$ cat config.mk
export PLATFORM = sky130hd
export DESIGN_NAME = serial_port_status_and_irq
export DESIGN_NICKNAME = d
export VERILOG_FILES = /design/src/rtl/serial_port_pkg.sv /design/src/rtl/serial_port_status_and_irq.sv /design/src/rtl/word_fifo.sv /design/src/rtl/link_sampler.sv
export SDC_FILE = /design/constraint.sdc
export NUM_CORES = 1
export LEC_CHECK = 0
export BUFFER_PORTS_ARGS = -buffer_cell sky130_fd_sc_hd__buf_2
export CORE_MARGIN = 2
export CORE_UTILIZATION = 55
export DETAILED_ROUTE_END_ITERATION = 6
export PLACE_DENSITY = 0.72
export SYNTH_ARGS = -nofsm -noshare
export SYNTH_HDL_FRONTEND = slang
export SYNTH_SLANG_ARGS = --single-unit
$ cat constraint.sdc
create_clock -name ref_clk -period 3.52 [get_ports ref_clk]
set_input_delay 0.352 -clock ref_clk [delete_from_list [all_inputs] [get_ports ref_clk]]
set_output_delay 0.352 -clock ref_clk [all_outputs]
set_load 0.005 [all_outputs]
$ cat src/rtl/serial_port_pkg.sv
package serial_port_pkg;

  // ==========================================================
  // data path
  localparam int DATA_W     = 16;
  localparam int FIFO_DEPTH = 8;
  localparam int CNT_W      = 4;
  localparam int BIT_CNT_W  = 4;
  localparam logic [CNT_W-1:0] HALF_LEVEL = 4'h4;
  localparam logic [BIT_CNT_W-1:0] LAST_BIT = 4'hF;

  // ==========================================================
  // register map (byte addresses)
  localparam logic [31:0] ADDR_CONTROL_IRQ_EN = 32'h4000_2204;
  localparam logic [31:0] ADDR_FIFO_DATA      = 32'h4000_2208;
  localparam logic [31:0] ADDR_PORT_STATUS    = 32'h4000_220C;
  localparam logic [31:0] ADDR_CLOCK_PRESCALE = 32'h4000_2210;
  localparam logic [31:0] ADDR_IRQ_IDENT      = 32'h4000_2214;

  // ==========================================================
  // field positions
  localparam int POS_OVERRUN_EN = 2;
  localparam int POS_TX_EN      = 1;
  localparam int POS_RX_EN      = 0;
  localparam int POS_BUSY       = 4;
  localparam int POS_RX_FULL    = 3;
  localparam int POS_RX_NEMPTY  = 2;
  localparam int POS_TX_NFULL   = 1;
  localparam int POS_TX_EMPTY   = 0;
  localparam int POS_OVR_STAT   = 2;
  localparam int POS_TX_STAT    = 1;
  localparam int POS_RX_STAT    = 0;
  localparam int PRESCALE_W     = 8;

  // ==========================================================
  // reset values
  localparam logic [2:0]            IRQ_EN_RESET   = 3'h0;
  localparam logic [PRESCALE_W-1:0] PRESCALE_RESET = 8'h00;
  localparam logic [DATA_W-1:0]     DATA_ZERO      = 16'h0000;

  // ==========================================================
  // carriers
  typedef struct packed {
    logic sclk;
    logic frame_n;
    logic rxd;
  } link_in_t;

  typedef struct packed {
    logic sclk_rise;
    logic sclk_fall;
    logic frame_start;
    logic frame_n;
    logic rxd;
  } link_events_t;

  typedef struct packed {
    logic overrun_en;
    logic tx_en;
    logic rx_en;
  } irq_enables_t;

endpackage

$ cat src/rtl/serial_port_status_and_irq.sv
// Operation
// - overrun enable bit2 gates; clearing drops pending
// - tx enable bit1 passes tx service
// - rx enable bit0 passes rx service
// - overrun interrupt on own output line
// - tx and rx service ORed together
// - data read pops rx, write pushes tx
// - narrow frames formatted by software, returned formatted
// - busy while framing or tx non-empty
// - status bit3 shows rx fifo full
// - status bit2 shows rx fifo non-empty
// - status bit1 shows tx fifo has room
// - status bit0 shows tx fifo empty
// - prescale bits 7:0, bit0 reads zero
// - ident register shows three interrupt states
// - any ident write clears overrun interrupt
// - separate tx and rx fifos, 8x16
`timescale 1ns/1ps
module serial_port_status_and_irq
  import serial_port_pkg::*;
#(
  parameter int FIFO_WORDS = serial_port_pkg::FIFO_DEPTH
) (
  // clock and reset
  input  wire logic                               ref_clk,
  input  wire logic                               reset,
  // peripheral bus slave
  input  wire logic                               psel,
  input  wire logic                               penable,
  input  wire logic                               pwrite,
  input  wire logic [31:0]                        paddr,
  input  wire logic [serial_port_pkg::DATA_W-1:0] pwdata,
  output logic      [serial_port_pkg::DATA_W-1:0] prdata,
  output logic                                    pready,
  output logic                                    pslverr,
  // serial link
  input  wire serial_port_pkg::link_in_t          link_pins,
  output logic                                    txd,
  output logic                                    txd_oe,
  // interrupt lines
  output logic                                    overrun_irq,
  output logic                                    combined_fifo_irq
);

  import serial_port_pkg::*;

  // ==========================================================
  // declarations
  irq_enables_t              irq_en;
  logic [PRESCALE_W-1:1]     prescale_hi;
  logic                      overrun_irq_status;
  logic                      tx_irq_status;
  logic                      rx_irq_status;
  logic                      busy_flag;
  logic                      rx_fifo_full;
  logic                      rx_fifo_not_empty;
  logic                      tx_fifo_not_full;
  logic                      tx_fifo_empty;

  logic                      setup_phase;
  logic                      access_done;
  logic                      wr_done;
  logic                      rd_done;
  logic                      addr_hit;
  logic [DATA_W-1:0]         next_prdata;

  logic                      tx_push;
  logic                      tx_in_ready;
  logic                      tx_out_valid;
  logic                      tx_pop;
  logic [DATA_W-1:0]         tx_head;
  logic [CNT_W-1:0]          tx_level;

  logic                      rx_push;
  logic                      rx_in_ready;
  logic                      rx_out_valid;
  logic                      rx_pop;
  logic [DATA_W-1:0]         rx_head;
  logic [CNT_W-1:0]          rx_level;

  link_events_t              ev;
  logic                      frame_active;
  logic [BIT_CNT_W-1:0]      bit_cnt;
  logic [DATA_W-1:0]         rx_shift;
  logic [DATA_W-1:0]         tx_shift;
  logic                      frame_done;
  logic [DATA_W-1:0]         frame_word;

  logic                      overrun_set;
  logic                      overrun_clear;

  // ==========================================================
  // bus decode
  // pready rises one cycle after setup, so every access has one wait-free access phase
  assign setup_phase = psel && !penable;
  assign access_done = psel && penable && pready;
  assign wr_done     = access_done && pwrite;
  assign rd_done     = access_done && !pwrite;

  always_comb begin
    case (paddr)
      ADDR_CONTROL_IRQ_EN,
      ADDR_FIFO_DATA,
      ADDR_PORT_STATUS,
      ADDR_CLOCK_PRESCALE,
      ADDR_IRQ_IDENT:        addr_hit = 1'b1;
      default:               addr_hit = 1'b0;
    endcase
  end

  always_ff @(posedge ref_clk) begin
    if (reset) begin
      pready  <= 1'b0;
      pslverr <= 1'b0;
    end else begin
      pready  <= setup_phase;
      pslverr <= setup_phase && !addr_hit;
    end
  end

  // ==========================================================
  // read data, captured in the setup cycle
  always_comb begin
    next_prdata = DATA_ZERO;
    case (paddr)
      ADDR_CONTROL_IRQ_EN: begin
        next_prdata[POS_OVERRUN_EN] = irq_en.overrun_en;
        next_prdata[POS_TX_EN]      = irq_en.tx_en;
        next_prdata[POS_RX_EN]      = irq_en.rx_en;
      end
      ADDR_FIFO_DATA: begin
        // received word comes back as stored, right aligned
        next_prdata = rx_out_valid ? rx_head : DATA_ZERO;
      end
      ADDR_PORT_STATUS: begin
        next_prdata[POS_BUSY]      = busy_flag;
        next_prdata[POS_RX_FULL]   = rx_fifo_full;
        next_prdata[POS_RX_NEMPTY] = rx_fifo_not_empty;
        next_prdata[POS_TX_NFULL]  = tx_fifo_not_full;
        next_prdata[POS_TX_EMPTY]  = tx_fifo_empty;
      end
      ADDR_CLOCK_PRESCALE: begin
        next_prdata[PRESCALE_W-1:0] = {prescale_hi, 1'b0};
      end
      ADDR_IRQ_IDENT: begin
        next_prdata[POS_OVR_STAT] = overrun_irq_status;
        next_prdata[POS_TX_STAT]  = tx_irq_status;
        next_prdata[POS_RX_STAT]  = rx_irq_status;
      end
      default: begin
        next_prdata = DATA_ZERO;
      end
    endcase
  end

  always_ff @(posedge ref_clk) begin
    if (reset) begin
      prdata <= DATA_ZERO;
    end else if (setup_phase && !pwrite) begin
      prdata <= next_prdata;
    end
  end

  // ==========================================================
  // control registers
  always_ff @(posedge ref_clk) begin
    if (reset) begin
      irq_en <= irq_enables_t'(IRQ_EN_RESET);
    end else if (wr_done && paddr == ADDR_CONTROL_IRQ_EN) begin
      irq_en.overrun_en <= pwdata[POS_OVERRUN_EN];
      irq_en.tx_en      <= pwdata[POS_TX_EN];
      irq_en.rx_en      <= pwdata[POS_RX_EN];
    end
  end

  // an odd divisor is stored without its low bit
  always_ff @(posedge ref_clk) begin
    if (reset) begin
      prescale_hi <= PRESCALE_RESET[PRESCALE_W-1:1];
    end else if (wr_done && paddr == ADDR_CLOCK_PRESCALE) begin
      prescale_hi <= pwdata[PRESCALE_W-1:1];
    end
  end

  // ==========================================================
  // fifos
  // a write while the tx fifo is full is dropped; software checks room first
  assign tx_push = wr_done && (paddr == ADDR_FIFO_DATA);
  assign rx_pop  = rd_done && (paddr == ADDR_FIFO_DATA);

  word_fifo #(
    .WIDTH (DATA_W),
    .DEPTH (FIFO_WORDS),
    .CNT_W (CNT_W)
  ) u_tx_fifo (
    .ref_clk   (ref_clk),
    .reset     (reset),
    .in_valid  (tx_push),
    .in_ready  (tx_in_ready),
    .in_data   (pwdata),
    .out_valid (tx_out_valid),
    .out_ready (tx_pop),
    .out_data  (tx_head),
    .level     (tx_level)
  );

  word_fifo #(
    .WIDTH (DATA_W),
    .DEPTH (FIFO_WORDS),
    .CNT_W (CNT_W)
  ) u_rx_fifo (
    .ref_clk   (ref_clk),
    .reset     (reset),
    .in_valid  (rx_push),
    .in_ready  (rx_in_ready),
    .in_data   (frame_word),
    .out_valid (rx_out_valid),
    .out_ready (rx_pop),
    .out_data  (rx_head),
    .level     (rx_level)
  );

  // ==========================================================
  // status flags
  assign rx_fifo_full      = !rx_in_ready;
  assign rx_fifo_not_empty = rx_out_valid;
  assign tx_fifo_not_full  = tx_in_ready;
  assign tx_fifo_empty     = !tx_out_valid;
  assign busy_flag         = frame_active || tx_out_valid;

  // ==========================================================
  // link sampling and frame shifter
  link_sampler u_sampler (
    .ref_clk (ref_clk),
    .reset   (reset),
    .pins    (link_pins),
    .events  (ev)
  );

  // tx word is taken at frame start; an empty fifo sends zeros
  assign tx_pop     = ev.frame_start && tx_out_valid;
  assign frame_done = frame_active && ev.sclk_rise && (bit_cnt == LAST_BIT);
  assign frame_word = {rx_shift[DATA_W-2:0], ev.rxd};
  // a full rx fifo refuses the word, so it is discarded here
  assign rx_push    = frame_done;

  always_ff @(posedge ref_clk) begin
    if (reset) begin
      frame_active <= 1'b0;
      bit_cnt      <= '0;
      rx_shift     <= DATA_ZERO;
    end else if (ev.frame_start) begin
      frame_active <= 1'b1;
      bit_cnt      <= '0;
    end else if (ev.frame_n) begin
      frame_active <= 1'b0;
    end else if (frame_active && ev.sclk_rise) begin
      rx_shift     <= frame_word;
      bit_cnt      <= bit_cnt + 1'b1;
      frame_active <= (bit_cnt != LAST_BIT);
    end
  end

  always_ff @(posedge ref_clk) begin
    if (reset) begin
      tx_shift <= DATA_ZERO;
    end else if (ev.frame_start) begin
      tx_shift <= tx_out_valid ? tx_head : DATA_ZERO;
    end else if (frame_active && ev.sclk_fall && bit_cnt != '0) begin
      tx_shift <= {tx_shift[DATA_W-2:0], 1'b0};
    end
  end

  always_ff @(posedge ref_clk) begin
    if (reset) begin
      txd    <= 1'b0;
      txd_oe <= 1'b0;
    end else begin
      txd    <= tx_shift[DATA_W-1];
      txd_oe <= frame_active;
    end
  end

  // ==========================================================
  // interrupt sources
  assign overrun_set   = frame_done && rx_fifo_full;
  assign overrun_clear = (wr_done && paddr == ADDR_IRQ_IDENT)
                         || (wr_done && paddr == ADDR_CONTROL_IRQ_EN
                             && !pwdata[POS_OVERRUN_EN]);

  // a new overrun in the clearing cycle survives
  always_ff @(posedge ref_clk) begin
    if (reset) begin
      overrun_irq_status <= 1'b0;
    end else if (overrun_set) begin
      overrun_irq_status <= 1'b1;
    end else if (overrun_clear) begin
      overrun_irq_status <= 1'b0;
    end
  end

  // fifo service requests are levels that follow the fill state
  always_ff @(posedge ref_clk) begin
    if (reset) begin
      tx_irq_status <= 1'b0;
      rx_irq_status <= 1'b0;
    end else begin
      tx_irq_status <= (tx_level <= HALF_LEVEL);
      rx_irq_status <= (rx_level <= HALF_LEVEL);
    end
  end

  // ==========================================================
  // interrupt outputs
  always_ff @(posedge ref_clk) begin
    if (reset) begin
      overrun_irq       <= 1'b0;
      combined_fifo_irq <= 1'b0;
    end else begin
      overrun_irq       <= overrun_irq_status && irq_en.overrun_en;
      combined_fifo_irq <= (tx_irq_status && irq_en.tx_en)
                           || (rx_irq_status && irq_en.rx_en);
    end
  end

endmodule

$ cat src/rtl/word_fifo.sv
`timescale 1ns/1ps
module word_fifo #(
  parameter int WIDTH = 16,
  parameter int DEPTH = 8,
  parameter int CNT_W = 4
) (
  // clock and reset
  input  wire logic             ref_clk,
  input  wire logic             reset,
  // fill side
  input  wire logic             in_valid,
  output logic                  in_ready,
  input  wire logic [WIDTH-1:0] in_data,
  // drain side
  output logic                  out_valid,
  input  wire logic             out_ready,
  output logic      [WIDTH-1:0] out_data,
  // fill level
  output logic      [CNT_W-1:0] level
);

  localparam int PTR_W = $clog2(DEPTH);

  logic [WIDTH-1:0] mem [DEPTH];
  logic [PTR_W-1:0] wr_ptr;
  logic [PTR_W-1:0] rd_ptr;
  logic             push;
  logic             pop;

  assign in_ready  = (level != CNT_W'(DEPTH));
  assign out_valid = (level != '0);
  assign out_data  = mem[rd_ptr];
  assign push      = in_valid && in_ready;
  assign pop       = out_valid && out_ready;

  always_ff @(posedge ref_clk) begin
    if (push) begin
      mem[wr_ptr] <= in_data;
    end
  end

  always_ff @(posedge ref_clk) begin
    if (reset) begin
      wr_ptr <= '0;
      rd_ptr <= '0;
      level  <= '0;
    end else begin
      if (push) begin
        wr_ptr <= (wr_ptr == PTR_W'(DEPTH - 1)) ? '0 : wr_ptr + 1'b1;
      end
      if (pop) begin
        rd_ptr <= (rd_ptr == PTR_W'(DEPTH - 1)) ? '0 : rd_ptr + 1'b1;
      end
      if (push && !pop) begin
        level <= level + 1'b1;
      end else if (pop && !push) begin
        level <= level - 1'b1;
      end
    end
  end

endmodule

$ cat src/rtl/link_sampler.sv
`timescale 1ns/1ps
module link_sampler
  import serial_port_pkg::*;
(
  // clock and reset
  input  wire logic                      ref_clk,
  input  wire logic                      reset,
  // raw pins
  input  wire serial_port_pkg::link_in_t pins,
  // synchronised levels and edges
  output serial_port_pkg::link_events_t  events
);

  import serial_port_pkg::*;

  localparam int N = $bits(link_in_t);
  // reset to the idle pin levels so that no false edge follows reset
  localparam link_in_t IDLE_PINS = '{sclk: 1'b0, frame_n: 1'b1, rxd: 1'b0};

  logic [N-1:0] meta;
  logic [N-1:0] sync;
  logic [N-1:0] prev;
  link_in_t     now;
  link_in_t     old;

  // ==========================================================
  // two-stage synchroniser per pin
  genvar i;
  generate
    for (i = 0; i < N; i++) begin : g_sync
      always_ff @(posedge ref_clk) begin
        if (reset) begin
          meta[i] <= IDLE_PINS[i];
          sync[i] <= IDLE_PINS[i];
          prev[i] <= IDLE_PINS[i];
        end else begin
          meta[i] <= pins[i];
          sync[i] <= meta[i];
          prev[i] <= sync[i];
        end
      end
    end
  endgenerate

  assign now = link_in_t'(sync);
  assign old = link_in_t'(prev);

  // edges compare the second stage with a third flop, never the first
  always_comb begin
    events.sclk_rise   = now.sclk && !old.sclk;
    events.sclk_fall   = !now.sclk && old.sclk;
    events.frame_start = !now.frame_n && old.frame_n;
    events.frame_n     = now.frame_n;
    events.rxd         = now.rxd;
  end

endmodule

Yosys cells after proc, flatten, opt, wreduce, memory -nomap -nowiden
Memories as Yosys holds them, arrays and structs flattened. A register that Yosys moved wholly into a read port is not among the register bits.
Cells that the tools add are included.
- flip-flop bits (word level): 99
- bits in writable memories: 256
- input port bits: 56
- output and inout bits: 22
- word-level logic and storage cells: 151
- memories kept: 2
- memories (memory ; words ; bits a word ; read ports ; clocked after Yosys merged registers in ; wr ports ; RTL line ; RTL):
    u_rx_fifo.mem ; 8 ; 16 ; 1 ; 1 ; 1 ; word_fifo.sv:24 ; logic [WIDTH-1:0] mem [DEPTH];
    u_tx_fifo.mem ; 8 ; 16 ; 1 ; 1 ; 1 ; word_fifo.sv:24 ;
- add/subtract/negate cells: 9
- order comparisons: 2
- eq/ne operators: 13
- multiplexer cells: 30
- bitwise gates (word level): 2
- reduce and logical (&&, ||, !) cells: 61
- operators with widths (operator ; count):
    32-bit by 31-bit equality test with 1-bit output (second input constant) ; 5
    16-bit two-way mux ; 4
    1-bit logical AND ; 33
    3-bit two-way mux ; 8
    4-bit two-way mux ; 4
    3-bit case mux with 5 select lines ; 1
    1-bit logical NOT ; 13
    3-bit by 1-bit adder with 3-bit output (second input constant) ; 4
    4-bit by 1-bit adder with 4-bit output (second input constant) ; 3
    3-bit equality test (second input constant) ; 4
    4-bit inequality test (second input constant) ; 3
    4-bit nonzero test ; 3
    1-bit two-way mux ; 10
    4-bit by 3-bit <= comparator with 1-bit output (second input constant) ; 2
    8-bit two-way mux ; 1
    2-bit nonzero test ; 4
    4-bit by 1-bit subtractor with 4-bit output (second input constant) ; 2
    2-bit case mux with 3 select lines ; 1
    3-bit case mux with 2 select lines ; 1
    5-bit OR reduction ; 1
    4-bit equality test (second input constant) ; 1
    1-bit logical OR ; 3
    3-bit AND reduction ; 1
    3-bit nonzero test ; 1
    other kinds (3) ; 4

Longest topological paths before layout
Gate-level depths: netlist of the first run.
- word-level depth: 9
- depth in mapped cells: 12
- mapped depth without buffers: 12

Modules after synthesis
From an unflattened synthesis of the first run, not the netlist that was laid out.
- cells, all modules: 935
- area, all modules: 14679.1 sq um
- by module, submodules not included (module ; times used ; cells each ; area an instance (sq um) ; seq. area each (sq um)):
    word_fifo ; 2 ; 260 ; 5572.8 ; 4103.9
    serial_port_status_and_irq ; 1 ; 394 ; 3289.4 ; 1421.4
    link_sampler ; 1 ; 21 ; 244.0 ; 160.2

Least setup slack after synthesis of the first run
No wires, ideal clock.
- path kind: input-to-reg
- start point: in paddr[21]
- end point: mem u_tx_fifo.mem[1][0] (enable)
- library setup time: 0.430 ns
- arrival time: 2.987 ns
- data required time: 3.090 ns
- path slack: 0.103 ns
- stages on the path: 4
- path buffers: 0
- cell sequence: nor4b_1 > and4_1 > nand4_1 > nor4_1
- longest elaborated chain between the ends: 5
- RTL lines (what ; RTL line ; RTL):
    start: declaration ; serial_port_status_and_irq.sv:31 ; input wire logic [31:0] paddr,
    32-bit by 31-bit equality test with 1-bit output ; serial_port_status_and_irq.sv:188 ; assign tx_push = wr_done && (paddr == ADDR_FIFO_DATA);
    1-bit logical AND ; serial_port_status_and_irq.sv:188 ;
    1-bit logical AND ; word_fifo.sv:33 ; assign push = in_valid && in_ready;
    1-bit two-way mux ; word_fifo.sv:37 ; if (push) begin
    1-bit two-way mux (implied by the code) ; word_fifo.sv:38 ; mem[wr_ptr] <= in_data;
    end: declaration ; word_fifo.sv:24 ;
Every way passes these cells.

Worst setup path in the final report of the first run
- start point: reg u_rx_fifo.level[0]
- end point: reg u_rx_fifo.level[3]
- longest elaborated chain between the ends: 5
- elaborated cells between the ends (all ways): 13
- classes of those cells: add/sub: 2; eq/ne: 1; mux: 2; reduce/logical: 8
- RTL lines (what ; RTL line ; RTL):
    start: declaration ; word_fifo.sv:19 ; output logic [CNT_W-1:0] level
    start signal: assignment ; word_fifo.sv:55 ; level <= level + 1'b1;
    start signal: assignment ; word_fifo.sv:57 ; level <= level - 1'b1;
    4-bit inequality test (*) ; word_fifo.sv:30 ; assign in_ready = (level != CNT_W'(DEPTH));
    1-bit logical AND (*) ; word_fifo.sv:33 ;
    via u_rx_fifo.push ; word_fifo.sv:27 ; logic push;
    1-bit logical NOT ; word_fifo.sv:56 ; end else if (pop && !push) begin
    1-bit logical AND ; word_fifo.sv:56 ;
    2-bit nonzero test (no source line) ; -- ;
The timed path passes the listed nets; every way through them passes the cells marked *. The select of a mux whose other input is x is not followed.
A chain may end at the register's enable or synchronous reset.

==> summary.md, run 1 <==
| Metric | Value |
|---|---|
| Initial core utilization | 56.3% |
| Post-Syn Instances | 863 |
| Post-synthesis cell area | 14,300 sq um |
| Critical Path Fanout Max | 6 |
| Predominant post-synthesis flop cell | edfxtp_1 |
| NetSw | 1.68 mW |
| Final cycle utilization of the critical path | 91.0% |
| Most frequent cells in the layout | edfxtp_1 (256), dfxtp_1 (103), buf_2 (77) |
| Post-Synth Simple-Gate Area | 8.03% |
| Power Internal | 7.21 mW |
| Share of post-route cells with drive strength above 1 | 29.5% |
| Core ar. | 25,300 sq um |
| Reg power frac | 50.9% |
| CTS tree | done |
| Post-route core utilization | 65.6% |
| Pwr dens | 535 nW/um^2 |
| Seq cells post-synth | 361 |
| Reg2Reg Launch Point | u_rx_fifo.level[0] |
| Antenna violations before repair | 1 |
| Adder-cell share of the synthesized area | 1.68% |
| Compound-Gate Fraction of Synth Area | 3.01% |
| GRT Residual Overflow | 0 |
| Outcome | completed |
| Leakage | 5.63 nW |
| Fmax | 312 MHz |
| Setup crit start kind | flop |
| Max-cap violation count | 0 |
| Reg2Reg Depth | 10 |
| DR vias/cell | 5.75 |
| DR iter-0 viols | 623 |
| Vias | 7,660 |
| Net count after synthesis | 937 |
| Most common cell after layout, fill and taps aside | edfxtp_1 |
| Hold EP | u_sampler.meta[1] |
| Hold Path Depth | 2 |
| Avg Synthesized Cell Area | 16.5 sq um |
| Data required time at the worst endpoint | 3.92 ns |
| Number of global-route vias before repair | 7,764 |
| Clk pwr share | 47.7% |
| Worst Tran Pin Value | 1.14 ns |
| VDD IR-drop max | 0.495 mV |
| Worst-path clk slew | 0.06 ns |
| First-pass GRT wire length | 43,100 um |
| Drt drc | 0 |
| Max-slew violations | 0 |
| Worst EP arrival | 3.60 ns |
| Post-synthesis sequential area ratio | 68.7% |
| Final HPWL DP | 17,100 um |
| Setup CP Type | reg2reg |
| Worst setup EP type | flop |
| CTS H-tree lvls | 2 |
| Pre-Repair DR Iteration Count | 6 |
| Total track usage | 21.1% |
| Setup_tns | 0 ns |
| Area Growth Syn to Fin | 16.5% |
| Final ANT Viol Nets | 0 |
| Worst Skew | 0.0269 ns |
| Cts bufs inserted | 37 |
| Pin count of the biggest net entering global routing | 41 |
| Nets | 1,047 |
| Vert. Die Dim | 165 um |
| Max_slew headroom | 23.7% |
| Hold Path Origin | link_pins[1] |
| Fin crit period | 3.20 ns |
| Port-buffer cells | 77 |
| Ports | 78 |
| Post-CTS resize count | 0 |
| Mux contribution to synthesized area | 16.5% |
| Routed len/inst | 21.1 um |
| Combinational power share | 1.4% |
| R2R Setup Slk | 0.32 ns |
| Switching Fraction | 18.9% |
| # setup viols final | 0 |
| Hold bufs inserted after CTS | 0 |
| Hold WC Path Type | in2reg |
| Gpl congestion | 0.880 |
| CTS sink cnt | 361 |
| Ys Warns | 0 |
| Final wirelength | 28,100 um |
| Clock buffer depth | 3 |
| R2R Path End | u_rx_fifo.level[3] |
| Yosys cell types | 65 |
| Area after DPL | 15,200 sq um |
| Die ar. | 27,200 sq um |
| RSZ-0062 raised after global routing | no |
| Clk Latency, worst-skew pair | 0.53 ns |
| Die X | 165 um |
| Largest family of logic cells by synthesized area | multiplexers |
| Post-synth EDFFs | 256 |
| Final instance area | 16,600 sq um |
| Post-CTS setup buffers | 0 |
| Xor-xnor portion of the synthesized cell area | 0.430% |
| Root Buffer Master | clkbuf_16 |
| Final Hold Vio Count | 0 |
| Rows | 58 |
| Synth async-reset ratio | 0% |
==> worst max-delay path by stage <==
stage	start	end	slack, ns	cells after the start
finish	u_rx_fifo.level[0]	u_rx_fifo.level[3]	0.32	10
global route	u_tx_fifo.level[0]	u_tx_fifo.level[3]	0.12	10
CTS	u_rx_fifo.level[0]	u_rx_fifo.level[3]	0.33	10
detailed placement	paddr[21]	u_rx_fifo.level[3]	0.12	12
global placement	paddr[21]	u_rx_fifo.level[3]	0.21	12
floorplan	paddr[21]	u_tx_fifo.mem[1][0]	0.10	4
==> kinds of logic (layout without fill, tap and decap cells) <==
kind of cell    Yosys count  after routing
fa+ha+maj                18             18
other cells               0              1
flops                   361            361
mux                     153            153
simple gates            206            206
xor+xnor                  7              7
buf+inv                  53            191
compound gates           65             65
==> per-layer routing <==
layer  wire (um)  track usage [%]  vias up
met5           0                0        -
met4         627             6.40        0
met3        1030             3.37       45
met2       14300             36.2      139
met1       12200             28.0     3874
li1            -                -     3602
==> registers in the layout (all words and copies together) (netlist names), 2 cells and up, named ones only <==
register          flops
u_rx_fifo.mem       128
u_tx_fifo.mem       128
prdata               16
tx_shift             16
rx_shift             15
prescale_hi           7
bit_cnt               4
u_rx_fifo.level       4
u_tx_fifo.level       4
irq_en                3
u_rx_fifo.rd_ptr      3
u_rx_fifo.wr_ptr      3
u_sampler.meta        3
u_tx_fifo.rd_ptr      3
u_tx_fifo.wr_ptr      3
u_sampler.events      2
u_sampler.old         2
==> metrics by stage <==
| step | hold WS [ns] | instances | setup WS, ns | power [mW] |
|---|---|---|---|---|
| finish | 0.0289 | 1332 | 0.315 | 8.89 |
| global route | 0.0180 | 1332 | 0.119 | 9.13 |
| CTS | 0.0128 | 1331 | 0.333 | 8.96 |
| detailed placement | 0.418 | 1264 | 0.121 | 4.74 |
| global placement | 0.406 | 1264 | 0.207 | 4.74 |
| floorplan | 0.389 | 863 | 0.103 | 4.67 |
==> cells in the mapped netlist (all sizes together), types with 16 or more instances <==
| master | number | share of area [%] |
|---|---|---|
| buf | 23 | 0.89 |
| clkbuf | 21 | 0.55 |
| dfxtp | 105 | 15 |
| edfxtp | 256 | 54 |
| ha | 16 | 1.4 |
| mux2i | 74 | 5.2 |
| mux4 | 64 | 10 |
| nand2 | 42 | 1.1 |
| nor2 | 49 | 1.3 |
| nor2b | 20 | 0.88 |
| nor4 | 16 | 0.70 |
| o22ai | 18 | 0.79 |
==> power by group through the flow <==
stage	clock (mW)	sequential (mW)	combinational, mW
2_1_floorplan	0	4.62	0.0522
3_3_place_gp	0	4.62	0.117
3_5_place_dp	0	4.62	0.120
4_1_cts	4.31	4.53	0.120
5_1_grt	4.47	4.53	0.132
6_report	4.24	4.53	0.120
==> cell type report <==
cell class,instances,area (sq um)
timing repair buffer,115,683
fill,1724,8720
sequential,361,9790
inverter,9,33.8
clock inverter,17,258
antenna,1,2.50
clock buffer,50,1100
tap,330,413
multi-input combinational,449,4330
==> critical path, cell delays in order (launching register included) <==
cell and delay [ns]:
dfxtp_1 0.38, or4b_2 0.76, nand2b_1 0.30, clkinv_1 0.16, ha_1 0.21, inv_1 0.13, ha_1 0.25, a21o_1 0.18
a21oi_1 0.16, mux2i_1 0.21, mux2_2 0.34
Note: power is estimated with default switching activity, not from simulation.
==> run 2: changes to the inputs <==
Settings changed: SYNTH_HIERARCHICAL set to 1.
==> run 2 against run 1 <==
Against the previous run:
- the flow now finishes with violations (design-rule violations)
- via count increased by 9.8%
- non-clock buffer count increased by 3
- first-iteration DRC count increased by 14%
- highest routed layer unchanged
- synthesized cell count increased by 8.3%
- flip-flop and latch count unchanged
- combinational power increased by 20%
- total power decreased by 3.2%
- area after synthesis increased by 2.9%
- largest power group unchanged
- cell area increased by 1.1%
- register-to-register slack improved by 0.27 ns
- die area increased by 2.9%
==> summary.md, run 2 <==
| Metric | Value |
|---|---|
| Outcome | finished with violations (was completed) |
| Failing checks | design-rule violations |
| Regs by FF count | u_rx_fifo/mem: 128 flops, u_tx_fifo/mem: 128 flops (was u_rx_fifo.mem: 128 flops, u_tx_fifo.mem: 128 flops) |
| DR vias/cell | 6.02 (was 5.75) |
| Reg2Reg Launch Point | u_tx_fifo/level[0] (was u_rx_fifo.level[0]) |
| Worst Tran Pin Value | 0.917 ns (was 1.14 ns) |
| Clk Latency, worst-skew pair | 0.52 ns (was 0.53 ns) |
| Pin count of the biggest net entering global routing | 77 (was 41) |
| Max-cap violation count | 0 (unchanged) |
| Setup crit start kind | primary input (was flop) |
| Routed len/inst | 21.7 um (was 21.1 um) |
| Synth area leaders | edfxtp_1 (52%), dfxtp_1 (14%), mux4_1 (10%), mux2_2 (2.7%), a21oi_1 (2.2%) (was edfxtp_1 (54%), dfxtp_1 (15%), mux4_2 (10%), mux2i_1 (5.2%), ha_1 (1.4%)) |
| Hold WC Path Type | in2reg (unchanged) |
| Worst path max stage delay | 0.48 ns (was 0.76 ns) |
| VDD IR-drop max | 0.436 mV (was 0.495 mV) |
| Max_slew headroom | 38.8% (was 23.7%) |
| Initial core utilization | 56.2% (was 56.3%) |
| Die X | 167 um (was 165 um) |
| Worst Skew | 0.0244 ns (was 0.0269 ns) |
| Setup ws final | 0.561 ns (was 0.315 ns) |
| DR iter-0 viols | 711 (was 623) |
| Vias | 8,409 (was 7,660) |
| Post-synth EDFFs | 256 (unchanged) |
| Ys Warns | 6 (was 0) |
| Cts bufs inserted | 37 (unchanged) |
| Setup CP Type | in2reg (was reg2reg) |
| Final wirelength | 30,300 um (was 28,100 um) |
| Worst-path clk slew | 0.06 ns (about the same) |
| Fin crit period | 2.96 ns (was 3.20 ns) |
| Hold Path Origin | link_pins[0] (was link_pins[1]) |
| Worst setup EP type | flop (unchanged) |
| Data required time at the worst endpoint | 3.93 ns (was 3.92 ns) |
| Drt drc | 10 (was 0) |
| Root Buffer Master | clkbuf_16 (unchanged) |
| Ports | 78 (unchanged) |
| CTS sink cnt | 361 (unchanged) |
| Cell chain of the critical path | buf_2 -> nor4b_1 -> and4_1 -> nand2_1 -> nor4_1 -> nand2_1 -> ha_1 -> inv_1 -> ha_1 -> a21oi_1 -> a211oi_1 -> a31oi_1 -> mux2_2 (was or4b_2 -> nand2b_1 -> clkinv_1 -> ha_1 -> inv_1 -> ha_1 -> a21o_1 -> a21oi_1 -> mux2i_1 -> mux2_2) |
| Final ANT Viol Nets | 0 (unchanged) |
| CTS tree | done (unchanged) |
| Pre-Repair DR Iteration Count | 7 (was 6) |
| Critical Path Fanout Max | 5 (was 6) |
| Net count after synthesis | 1,009 (was 937) |
| Die ar. | 28,000 sq um (was 27,200 sq um) |
| Hold EP | u_sampler/meta[0] (was u_sampler.meta[1]) |
| R2R Setup Slk | 0.59 ns (was 0.32 ns) |
| Port-buffer cells | 77 (unchanged) |
| Ant diodes | 0 (was 1) |
| Synth async-reset ratio | 0% (unchanged) |
| Number of global-route vias before repair | 8,297 (was 7,764) |
| Area Growth Syn to Fin | 14.4% (was 16.5%) |
| Clock buffer depth | 3 (unchanged) |
| Predominant post-synthesis flop cell | edfxtp_1 (unchanged) |
| Yosys top cell by area | edfxtp_1 (unchanged) |
| Worst EP arrival | 3.37 ns (was 3.60 ns) |
| Final Hold Vio Count | 0 (unchanged) |
| Setup_tns | 0 ns (unchanged) |
| Design Power | 8.61 mW (was 8.89 mW) |
| Commonest cells post-synth | edfxtp_1 (256), dfxtp_1 (105), nand2_1 (65) (was edfxtp_1 (256), dfxtp_1 (105), mux2i_1 (74)) |
| RSZ-0062 raised after global routing | no (unchanged) |
| Max-slew violations | 0 (unchanged) |
| Top-area cell type share of the netlist area | 52.4% (was 53.9%) |
| Gpl congestion | 0.785 (was 0.880) |
| First-pass GRT wire length | 47,200 um (was 43,100 um) |
| Nets | 1,111 (was 1,047) |
| Seq cells post-synth | 361 (unchanged) |
| Slowest cell on the critical path | nor4_1 (was or4b_2) |
| Fmax | 338 MHz (was 312 MHz) |
| Pre-CTS WS | 0.0224 ns (was 0.121 ns) |
| Most common cell after layout, fill and taps aside | edfxtp_1 (unchanged) |
| GRT Residual Overflow | 0 (unchanged) |
| FILL cells | 1,842 (was 1,724) |
| Post-Syn Instances | 935 (was 863) |
| Final cycle utilization of the critical path | 84.1% (was 91.0%) |
| Reg2Reg Depth | 10 (unchanged) |
| Post-synthesis sequential area ratio | 66.7% (was 68.7%) |
| Most frequent cells in the layout | edfxtp_1 (256), dfxtp_1 (104), buf_2 (76) (was edfxtp_1 (256), dfxtp_1 (103), buf_2 (77)) |
| Vert. Die Dim | 167 um (was 165 um) |
| Avg Synthesized Cell Area | 15.7 sq um (was 16.5 sq um) |
| Hold Path Depth | 2 (unchanged) |
| Top-count cell post-synth | edfxtp_1 (unchanged) |
| CTS H-tree lvls | 2 (unchanged) |
| Post-CTS resize count | 0 (unchanged) |
| # setup viols final | 0 (unchanged) |
| R2R Path End | u_tx_fifo/level[3] (was u_rx_fifo.level[3]) |
| Core ar. | 26,100 sq um (was 25,300 sq um) |
| Final HPWL DP | 18,600 um (was 17,100 um) |
| Post-synthesis cell area | 14,700 sq um (was 14,300 sq um) |
| Rows | 59 (was 58) |
| Antenna violations before repair | 1 (unchanged) |
| Leakage | 5.70 nW (was 5.63 nW) |
| Yosys cell types | 64 (was 65) |
| Pwr dens | 513 nW/um^2 (was 535 nW/um^2) |
| Share of post-route cells with drive strength above 1 | 22.9% (was 29.5%) |
| Total track usage | 22.0% (was 21.1%) |
[run 2: cell types whose count changed in the layout (fill, tap and decap cells not counted), sizes merged, moves of 14 or more]
cell,change
a21oi,+55
mux2,+20
mux2i,-72
nand2,+25
o22ai,-18
a211oi,+14
nand4,+14
[run 2: repair_timing]
action	4_1_cts	5_1_grt
buffers inserted	0	0
hold buffers	1	0
hold endpoints to repair	1	0
[run 2: layout make-up]
class	instances	area [sq um]	area share (%)
repair buffers	118	698	4.16
flip-flops and latches	361	9790	58.3
clock inverters	20	239	1.42
inverters	10	37.5	0.224
clock buffers	45	986	5.87
well taps	335	419	2.50
multi-input cells	509	4620	27.5
[run 2: how the worst max path moves through the flow]
stage | startpoint | to | slack [ns]
finish | paddr[10] | u_rx_fifo/level[3] | 0.56
global placement | paddr[10] | u_rx_fifo/level[3] | 0.16
CTS | paddr[10] | u_rx_fifo/level[3] | 0.55
detailed placement | paddr[10] | u_rx_fifo/level[3] | 0.02
floorplan | paddr[10] | u_tx_fifo/mem[1][0] | 0.19
global route | paddr[23] | u_rx_fifo/level[3] | 0.31
[run 2: stage by stage]
step / hold slack [ns] / instances / area, sq um / util (%)
final: 0.0549 / 1398 / 16800 / 64.3
after global routing: 0.0528 / 1398 / 16800 / 64.3
after CTS: 0.0450 / 1398 / 16800 / 64.3
after detailed placement: 0.402 / 1332 / 15600 / 59.5
after global placement: 0.403 / 1332 / 15600 / 59.5
after floorplan: 0.383 / 935 / 14700 / -
[run 2: power breakdown]
group          total, mW  switching [mW]  internal (mW)
Clock               3.92            1.55           2.37
Combinational      0.144          0.0921         0.0524
Sequential          4.54         0.00873           4.53
[run 2: cell families (layout without fill, tap and decap cells)]
| logic type | Yosys count | in the layout | synth area share, % |
|---|---|---|---|
| compound gates | 122 | 122 | 5.22 |
| xor+xnor | 7 | 7 | 0.418 |
| fa+ha+maj | 18 | 18 | 1.64 |
| buf+inv | 65 | 193 | 2.25 |
| flops | 361 | 361 | 66.7 |
| mux | 101 | 101 | 14.1 |
| simple gates | 261 | 261 | 9.72 |
[run 2: worst max-delay path: cells and delay by family]
family          cells  cell delay, ns
buf+inv             2            0.23
mux                 1            0.35
simple gates        5            1.45
compound gates      3            0.45
fa+ha+maj           2            0.51
[run 2: layer usage]
metal | vias to the layer above | wire [um] | GRT usage, % | part of all wire, %
met3 | 53 | 2240 | 3.85 | 7.4
met4 | 0 | 605 | 6.01 | 2.0
met2 | 305 | 14400 | 35.3 | 48
met1 | 4158 | 13100 | 31.4 | 43
met5 | - | 0 | 0 | 0
li1 | 3893 | - | - | -
